===== config.mk =====
export PLATFORM = sky130hd
export DESIGN_NAME = fault_selftest
export DESIGN_NICKNAME = d
export VERILOG_FILES = /design/src/rtl/fault_selftest_pkg.sv /design/src/rtl/fault_selftest.sv
export VERILOG_INCLUDE_DIRS = /design/src /design/src/rtl
export SDC_FILE = /design/constraint.sdc
export NUM_CORES = 1
export LEC_CHECK = 0
export BUFFER_PORTS_ARGS = -buffer_cell sky130_fd_sc_hd__buf_4
export CAP_MARGIN = 20
export CORE_AREA = 2 2 90 92
export DETAILED_ROUTE_END_ITERATION = 8
export DIE_AREA = 0 0 92 94
export PLACE_DENSITY = 0.8
export SLEW_MARGIN = 15
export SYNTH_ARGS = -nofsm -noshare
export SYNTH_HDL_FRONTEND = slang
export SYNTH_SLANG_ARGS = --single-unit

===== constraint.sdc =====
create_clock -name clk -period 10.74 [get_ports clk]
set_clock_uncertainty 0.2 [all_clocks]
set_input_delay 0.537 -clock clk [delete_from_list [all_inputs] [get_ports clk]]
set_output_delay 0.537 -clock clk [all_outputs]
set_load 0.005 [all_outputs]

===== src/rtl/fault_selftest_cfg.svh =====
// Offsets, field positions, reset values and codes of the fault and self-test block
`ifndef FAULT_SELFTEST_CFG_SVH
`define FAULT_SELFTEST_CFG_SVH

`define OFS_COUNT_CTRL    8'h00
`define OFS_SELFTEST_CTRL 8'h04
`define OFS_ANALOG_FLAGS  8'h08

`define FLD_MAX_SEL_LO    0
`define FLD_CLEAR         2
`define FLD_CLEAR_CMPL    3
`define FLD_COUNT_LO      4
`define FLD_OD_REQUEST    0
`define FLD_LOGIC_PASS    1
`define FLD_LOGIC_ENABLE  2
`define FLD_ANALOG_BUSY   3

`define RST_MAX_SEL       2'h1
`define MAX_CODE_00       4'h1
`define MAX_CODE_01       4'h2
`define MAX_CODE_10       4'h6
`define MAX_CODE_11       4'hC
`define LOGIC_DISABLE_KEY 8'h36
`define OSC_TOL_PCT       15
`define BANDGAP_TOL_PCT   12

`endif


===== src/rtl/fault_selftest_pkg.sv =====
// Types of the fault and self-test block
package fault_selftest_pkg;

    typedef enum logic [1:0] {ST_IDLE, ST_RUN, ST_DONE} test_state_t;

    // Index 0,1 regulators; 2..5 external monitors
    typedef struct packed {
        logic [5:0] over_fault;
        logic [5:0] under_fault;
        logic [1:0] error_input_fault;
        logic [1:0] collector_input_fault;
        logic       watchdog_failure;
        logic       watchdog_refresh_at_max;
        logic       core_over_fault;
        logic       core_under_fault;
    } fault_events_t;

    typedef struct packed {
        logic [5:0] source_count_enable;
        logic [5:0] over_assigned;
        logic [5:0] under_assigned;
        logic [1:0] err_input_count_enable;
        logic       collector_count_enable;
        logic       deep_failsafe_enable;
        logic       analog_selftest_enable;
        logic [7:0] logic_selftest_disable_key;
        logic       otp_boot_error;
        logic       otp_crc_error;
        logic       otp_ecc_error;
    } otp_config_t;

    typedef struct packed {
        logic       done;
        logic       crc_error;
        logic       osc_error;
        logic       bandgap_error;
        logic [5:0] over_comp_fail;
        logic [5:0] under_comp_fail;
    } analog_result_t;

    typedef struct packed {
        logic        mirror_crc_error_flag;
        logic        oscillator_error_flag;
        logic        bandgap_mismatch_flag;
        logic [2:0]  pin_stuck_high_flag;
        logic [5:0]  over_test_flag;
        logic [5:0]  under_test_flag;
    } analog_flags_t;

    typedef struct packed {
        logic [31:0]   wb_dat;
        logic          wb_ack;
        logic [1:0]    fault_count_max_sel;
        logic [3:0]    fault_count_value;
        logic          selftest_on_demand_request;
        logic          boot_test_pending;
        logic          started_in_normal;
        test_state_t   test_state;
        analog_flags_t flags;
        logic [2:0]    pin_sync1;
        logic [2:0]    pin_sync2;
        logic          analog_test_run;
        logic          logic_selftest_enable;
        logic          logic_selftest_pass;
        logic          safe_state_out;
        logic          deep_failsafe_request;
        logic          power_down_request;
    } block_state_t;

endpackage : fault_selftest_pkg

===== src/rtl/fault_selftest.sv =====
// Fault error counter, analog and logic self-test bookkeeping
`timescale 1ns/1ns
`include "fault_selftest_cfg.svh"

// How it works
// [RULE1] Max sel code maps to 1,2,6,12
// [RULE2] Four-bit count, zero after reset
// [RULE3] Clear only on clear=1 with complement=0
// [RULE4] Refresh at refresh maximum decrements by one
// [RULE5] Each assigned fault occurrence adds one
// [RULE6] Voltage faults need enable and assignment
// [RULE7] Error input faults count only normal
// [RULE8] Collector input faults count when enabled
// [RULE9] Host programs limit once at power-up; the code takes a new max sel on every count control write
// [RULE10] Host clears only with watchdog disabled; the code honours the clear pair with no watchdog check
// [RULE11] Analog test runs only when enabled
// [RULE12] Flags for CRC, oscillator, bandgap
// [RULE13] One flag per comparator, set on failure
// [RULE14] Power-good and safe pins checked low
// [RULE15] Successful test leaves all flags zero
// [RULE16] On-demand bit self-clears when done
// [RULE17] Safe output low for test from init
// [RULE18] Safe output high for test from normal
// [RULE19] Logic test off only with key, no errors
// [RULE20] Pass bit set on successful logic test
// [RULE21] Core supply fault requests power down
// [RULE22] Host reads flags, decides normal entry
// [RULE23] Watchdog failure adds one
// [RULE24] Count at maximum requests deep fail-safe
// [RULE25] Count saturates at maximum and zero
module fault_selftest (
    input  wire logic                            clk,
    input  wire logic                            rst,
    input  wire logic                            wb_cyc_i,
    input  wire logic                            wb_stb_i,
    input  wire logic                            wb_we_i,
    input  wire logic [7:0]                      wb_adr_i,
    input  wire logic [3:0]                      wb_sel_i,
    input  wire logic [31:0]                     wb_dat_i,
    output logic      [31:0]                     wb_dat_o,
    output logic                                 wb_ack_o,
    input  wire fault_selftest_pkg::fault_events_t  events,
    input  wire fault_selftest_pkg::otp_config_t    otp,
    input  wire fault_selftest_pkg::analog_result_t analog_result,
    input  wire logic                            in_normal_state,
    input  wire logic                            in_init_state,
    input  wire logic [2:0]                      pin_readback,
    input  wire logic                            logic_selftest_done,
    input  wire logic                            logic_selftest_ok,
    output logic                                 analog_test_run,
    output logic                                 logic_selftest_enable,
    output logic                                 safe_state_out,
    output logic                                 deep_failsafe_request,
    output logic                                 power_down_request,
    output logic [3:0]                           fault_count_value
);

    fault_selftest_pkg::block_state_t s_reg;
    fault_selftest_pkg::block_state_t s_next;

    function automatic logic [3:0] count_max(input logic [1:0] sel);
        case (sel)
            2'h0:    count_max = `MAX_CODE_00; // [RULE1]
            2'h1:    count_max = `MAX_CODE_01; // [RULE1]
            2'h2:    count_max = `MAX_CODE_10; // [RULE1]
            default: count_max = `MAX_CODE_11; // [RULE1]
        endcase
    endfunction : count_max

    function automatic logic [4:0] ones(input logic [15:0] v);
        logic [4:0] n;
        n = 5'h00;
        for (int i = 0; i < 16; i++)
        begin
            n = n + {4'h0, v[i]};
        end
        ones = n;
    endfunction : ones

    logic        access;
    logic        wr;
    logic [15:0] inc_vec;
    logic [4:0]  inc_n;
    logic [5:0]  sum;
    logic [3:0]  lim;
    logic [3:0]  base;
    logic        clear_pair;
    logic        dec;
    logic        analog_start;
    logic        od_set;
    logic [31:0] rd;

    always_comb
    begin
        s_next = s_reg;
        access = wb_cyc_i && wb_stb_i && !s_reg.wb_ack;
        wr = access && wb_we_i && wb_sel_i[0];
        rd = 32'h0000_0000;
        clear_pair = 1'b0;
        od_set = 1'b0;
        s_next.wb_ack = access;

        // Pin readback synchroniser
        s_next.pin_sync1 = pin_readback;
        s_next.pin_sync2 = s_reg.pin_sync1;

        // Register writes
        if (wr && wb_adr_i == `OFS_COUNT_CTRL)
        begin
            s_next.fault_count_max_sel = wb_dat_i[`FLD_MAX_SEL_LO +: 2];
            clear_pair = wb_dat_i[`FLD_CLEAR] && !wb_dat_i[`FLD_CLEAR_CMPL]; // [RULE3]
        end
        if (wr && wb_adr_i == `OFS_SELFTEST_CTRL && wb_dat_i[`FLD_OD_REQUEST]
            && (in_normal_state || in_init_state))
        begin
            od_set = 1'b1;
            s_next.selftest_on_demand_request = 1'b1; // [RULE16]
        end

        // Counter sources
        inc_vec = 16'h0000;
        for (int i = 0; i < 6; i++)
        begin
            inc_vec[i] = events.over_fault[i] && otp.source_count_enable[i]
                         && otp.over_assigned[i]; // [RULE6]
            inc_vec[i + 6] = events.under_fault[i] && otp.source_count_enable[i]
                             && otp.under_assigned[i]; // [RULE6]
        end
        for (int i = 0; i < 2; i++)
        begin
            inc_vec[i + 12] = events.error_input_fault[i] && otp.err_input_count_enable[i]
                              && in_normal_state; // [RULE7]
        end
        inc_vec[14] = otp.collector_count_enable
                      && (|events.collector_input_fault); // [RULE8]
        inc_vec[15] = events.watchdog_failure; // [RULE23]
        inc_n = ones(inc_vec); // [RULE5]
        dec = events.watchdog_refresh_at_max; // [RULE4]

        lim = count_max(s_next.fault_count_max_sel);
        base = clear_pair ? 4'h0 : s_reg.fault_count_value; // [RULE3]
        if (base > lim)
        begin
            base = lim;
        end
        sum = {2'h0, base} + {1'h0, inc_n};
        if (dec && sum != 6'h00)
        begin
            sum = sum - 6'h01; // [RULE4] [RULE25]
        end
        if (sum > {2'h0, lim})
        begin
            sum = {2'h0, lim}; // [RULE25]
        end
        s_next.fault_count_value = sum[3:0]; // [RULE2] [RULE5]
        s_next.deep_failsafe_request = otp.deep_failsafe_enable
                                       && s_next.fault_count_value == lim; // [RULE24]
        s_next.power_down_request = s_reg.power_down_request
                                    || events.core_over_fault
                                    || events.core_under_fault; // [RULE21]

        // Analog self-test sequencer
        analog_start = otp.analog_selftest_enable
                       && (s_reg.boot_test_pending || s_reg.selftest_on_demand_request); // [RULE11]
        s_next.analog_test_run = 1'b0;
        case (s_reg.test_state)
            fault_selftest_pkg::ST_IDLE:
            begin
                if (!otp.analog_selftest_enable)
                begin
                    s_next.boot_test_pending = 1'b0; // [RULE11]
                    s_next.selftest_on_demand_request = 1'b0; // [RULE11]
                end
                else if (analog_start)
                begin
                    s_next.flags = '0; // [RULE15]
                    s_next.started_in_normal = in_normal_state
                                               && !s_reg.boot_test_pending;
                    s_next.analog_test_run = 1'b1;
                    s_next.test_state = fault_selftest_pkg::ST_RUN;
                end
            end
            fault_selftest_pkg::ST_RUN:
            begin
                s_next.analog_test_run = 1'b1;
                if (analog_result.done)
                begin
                    // Pins checked at done, after the synchroniser has settled
                    if (!s_reg.started_in_normal)
                    begin
                        s_next.flags.pin_stuck_high_flag = s_reg.pin_sync2; // [RULE14]
                    end
                    s_next.flags.mirror_crc_error_flag = analog_result.crc_error; // [RULE12]
                    s_next.flags.oscillator_error_flag = analog_result.osc_error; // [RULE12]
                    s_next.flags.bandgap_mismatch_flag = analog_result.bandgap_error; // [RULE12]
                    s_next.flags.over_test_flag = analog_result.over_comp_fail; // [RULE13]
                    s_next.flags.under_test_flag = analog_result.under_comp_fail; // [RULE13]
                    s_next.analog_test_run = 1'b0;
                    s_next.test_state = fault_selftest_pkg::ST_DONE;
                end
            end
            fault_selftest_pkg::ST_DONE:
            begin
                s_next.boot_test_pending = 1'b0;
                s_next.selftest_on_demand_request = od_set; // [RULE16]
                s_next.test_state = fault_selftest_pkg::ST_IDLE;
            end
            default:
            begin
                s_next.test_state = fault_selftest_pkg::ST_IDLE;
            end
        endcase

        // Safe-state output
        if (s_next.test_state != fault_selftest_pkg::ST_IDLE)
        begin
            s_next.safe_state_out = s_next.started_in_normal; // [RULE17] [RULE18]
        end
        else
        begin
            s_next.safe_state_out = in_normal_state;
        end

        // Logic self-test
        s_next.logic_selftest_enable = !(otp.logic_selftest_disable_key == `LOGIC_DISABLE_KEY
                                         && !otp.otp_boot_error && !otp.otp_crc_error
                                         && !otp.otp_ecc_error); // [RULE19]
        if (s_reg.logic_selftest_enable && logic_selftest_done && logic_selftest_ok)
        begin
            s_next.logic_selftest_pass = 1'b1; // [RULE20]
        end

        // Register reads
        case (wb_adr_i)
            `OFS_COUNT_CTRL:
            begin
                rd[`FLD_MAX_SEL_LO +: 2] = s_reg.fault_count_max_sel;
                rd[`FLD_COUNT_LO +: 4] = s_reg.fault_count_value;
            end
            `OFS_SELFTEST_CTRL:
            begin
                rd[`FLD_OD_REQUEST] = s_reg.selftest_on_demand_request;
                rd[`FLD_LOGIC_PASS] = s_reg.logic_selftest_pass;
                rd[`FLD_LOGIC_ENABLE] = s_reg.logic_selftest_enable;
                rd[`FLD_ANALOG_BUSY] = s_reg.test_state != fault_selftest_pkg::ST_IDLE;
            end
            `OFS_ANALOG_FLAGS:
            begin
                rd[17:0] = s_reg.flags; // [RULE22]
            end
            default:
            begin
                rd = 32'h0000_0000;
            end
        endcase
        s_next.wb_dat = (access && !wb_we_i) ? rd : 32'h0000_0000;
    end

    always_ff @(posedge clk)
    begin
        if (rst)
        begin
            s_reg <= '0;
            s_reg.fault_count_max_sel <= `RST_MAX_SEL; // [RULE1]
            s_reg.fault_count_value <= 4'h0; // [RULE2]
            s_reg.boot_test_pending <= 1'b1;
            s_reg.logic_selftest_enable <= 1'b1;
            s_reg.test_state <= fault_selftest_pkg::ST_IDLE;
        end
        else
        begin
            s_reg <= s_next;
        end
    end

    assign wb_dat_o = s_reg.wb_dat;
    assign wb_ack_o = s_reg.wb_ack;
    assign analog_test_run = s_reg.analog_test_run;
    assign logic_selftest_enable = s_reg.logic_selftest_enable;
    assign safe_state_out = s_reg.safe_state_out;
    assign deep_failsafe_request = s_reg.deep_failsafe_request;
    assign power_down_request = s_reg.power_down_request;
    assign fault_count_value = s_reg.fault_count_value;

endmodule : fault_selftest


==> qor.yml <==
logic_synthesis:
  synthCells: 403
  synth_edf_count: 0
  ys_top_cells_by_count: "dfxtp_1, nor2_1, buf_4, nand2_1, a21oi_1"
  syn_avg_cell_area_um2: 8.76
  seq_area_frac_synth_pct: 34.0
  ys_seq_elements: 60
  ys.flop_type: "dfxtp_1"
  ys_types: 55
  async_flop_share_pct: 0
  synth_top_area_share_pct: 34.0
  syn_area_um2: 3530
  synth_largest_area_cell: "dfxtp_1"
  yosysWarnings: 0
  synthTopCellsByArea: "dfxtp_1, buf_4, fa_1"
  synth_most_common_cell: "dfxtp_1"
route:
  wl_met3_um: 439
  num_vias: 2987
  viasPerCell: 4.90
  wl_met2_mm: 4.09
  drc: 0
  first_pass_iters: 4
  drt-initial-drc-count: 99
  ant_nets: 0
  wl_per_cell_um: 12.8
  dr.max_layer_used: "met4"
  drt-met1-wl_mm: 3.07
  finalWirelength_mm: 7.80
grt:
  grtUsageTotal_pct: 19.1
  grt_max_degree: 28
  grt_overflow_total: 0
  antenna_found_initial: 0
  grt_pass1_vias: 3124
  grt_pass1_wl_mm: 13.3
timing:
  worst_slew_pin_slew_ns: 0.628
  fin_crit_sh_pct: 87.1
  finalHoldViolations: 0
  rsz0062_at_grt: "no"
  drv_slew: 0
  fmax_mhz: 107
  fin_crit_ns: 9.36
  slew_headroom_pct: 57.8
  postLayoutSetupSlackWorst_ns: 1.38
  finalSetupTns_ns: 0
  setup_viol: 0
layout:
  final_core_util_pct: 59.6
  largest_reg_flops: 29
  nets: 659
  drive_above_1_share_pct: 30.8
  nFillCells: 667
  area_growth_pct: 28.4
  num_antenna_cells: 0
  finalInstanceArea_um2: 4530
cts:
  cts_made_buffers: 9
  worstSkewPairLatency_ns: 0.34
  cts_root_buf: "clkbuf_8"
  hold_buffers: 0
  postCtsSetupBuffers: 0
  clk_transition_reported_paths_ns: 0.07
  cts_resized: 0
  cts_tree: "yes"
  htreeDepth: 3
  clkSinkCount: 60
  clock_path_buffers: 2
floorplanning:
  num_io_pins: 168
  die_h_um: 94
  dieArea_um2: 8650
  die_x_um: 92
  fp.coreArea_um2: 7610
  rows: 32
  start_util_pct: 46.4
place:
  place_area_um2: 4320
  gp_congestion: 0.845
  place_ws_ns: 1.05
  dpl.hpwl_mm: 6.26
  port-buffer-count: 122
setup_path:
  cp_max_fo: 6
  crit_arrival_ns: 9.37
  cp-start-kind: "primary input"
  path_delay_family: "adder cells"
  critPathRequiredTime_ns: 10.76
  path_class: "in -> reg"
  cp_num_buf_inv: 5
  cpPeakStageDelay_ns: 0.59
  cp_common_cell: "fa_1"
  end_kind: "register"
  slowest_stage: "o31ai_1"
power:
  p_leak_nw: 2.15
  ir_drop_uv: 192
  p_per_area_nw_per_um2: 240
  power_mw: 1.09
flow_run:
  drv_cap: 0
worst_hold_path:
  hold_class: "in -> reg"
status:
  status: "finished clean"
-- worst register-to-register path: cells and delay by family, from the launching register on --
family,cells,cell delay (ns)
adder cells (fa/ha/maj),8,3.50
AO/OA/AOI/OAI,8,1.86
AND/OR/NAND/NOR,9,1.77
flip-flops,1,0.31
buffers and inverters,4,0.27
multiplexers,4,1.10
-- cell type report --
class | count | area, um^2 | area share [%]
multi-input cells | 283 | 1970 | 43.4
flip-flops and latches | 60 | 1200 | 26.5
repair buffers | 124 | 931 | 20.5
clock buffers | 13 | 169 | 3.73
well taps | 102 | 128 | 2.82
inverters | 24 | 95.1 | 2.10
clock inverters | 3 | 43.8 | 0.966
-- cell families (layout without fill, tap and decap cells) --
logic type / count (synthesis) / in the layout / share of synthesized area (%)
AND/OR/NAND/NOR: 148 / 148 / 21.8
buffers and inverters: 73 / 164 / 11.9
AO/OA/AOI/OAI: 64 / 64 / 11.4
flip-flops: 60 / 60 / 34.0
adder cells (fa/ha/maj): 31 / 31 / 13.5
multiplexers: 17 / 17 / 5.03
XOR/XNOR: 9 / 9 / 2.23
other: 1 / 14 / 0.106
-- power breakdown --
part           internal (mW)  switching, mW
logic                  0.284          0.340
clock network          0.126         0.0842
registers              0.242         0.0101
total                  0.652          0.434
-- layout by cell type, fill, tap and decap left out, types with 2 or more instances in the layout --
| cell | n |
|---|---|
| conb_1 | 14 |
| nor3b_1 | 2 |
| a211oi_1 | 4 |
| clkinv_4 | 2 |
| nor4_1 | 2 |
| mux2i_1 | 14 |
| buf_4 | 124 |
| o21ai_0 | 12 |
| clkbuf_8 | 12 |
| nor2_1 | 39 |
| and3_1 | 9 |
| fa_1 | 12 |
| and2_1 | 10 |
| o21ai_1 | 2 |
| nand3b_1 | 2 |
| a22oi_1 | 2 |
| nor3_1 | 7 |
| dfxtp_1 | 60 |
| ha_1 | 19 |
| a21oi_1 | 28 |
| or3_1 | 2 |
| nand2b_1 | 6 |
| o211ai_1 | 2 |
| inv_1 | 23 |
| mux2_2 | 2 |
| xor2_1 | 2 |
| nor2b_1 | 17 |
| nand3_1 | 7 |
| or2_2 | 6 |
| xnor2_1 | 7 |
| nand2_1 | 30 |
-- stage by stage --
| stage | cells | hold WS, ns |
|---|---|---|
| 6_report | 609 | 0.188 |
| 5_1_grt | 609 | 0.209 |
| 2_1_floorplan | 416 | 0.214 |
| 3_3_place_gp | 593 | 0.221 |
| 3_5_place_dp | 593 | 0.224 |
| 4_1_cts | 609 | 0.180 |
-- path summary, 6_finish.rpt --
check / start / to / slack (ns) / cells after the start
setup / recovery: wb_adr_i[5] / fault_count_value[2] / 1.38 / 35
hold / removal: otp[6] / logic_selftest_enable / 0.19 / 3
setup reg to reg: wb_ack_o / fault_count_value[2] / 1.58 / 33
hold reg to reg: s_next[8] / s_reg[8] / 0.23 / 1
-- per-layer routing --
metal,up-vias,GRT usage [%]
met5,-,0
met4,0,9.83
met3,17,3.29
met2,112,36.0
met1,1353,20.4
li1,1505,-
Power figures use the tool's default switching activity.
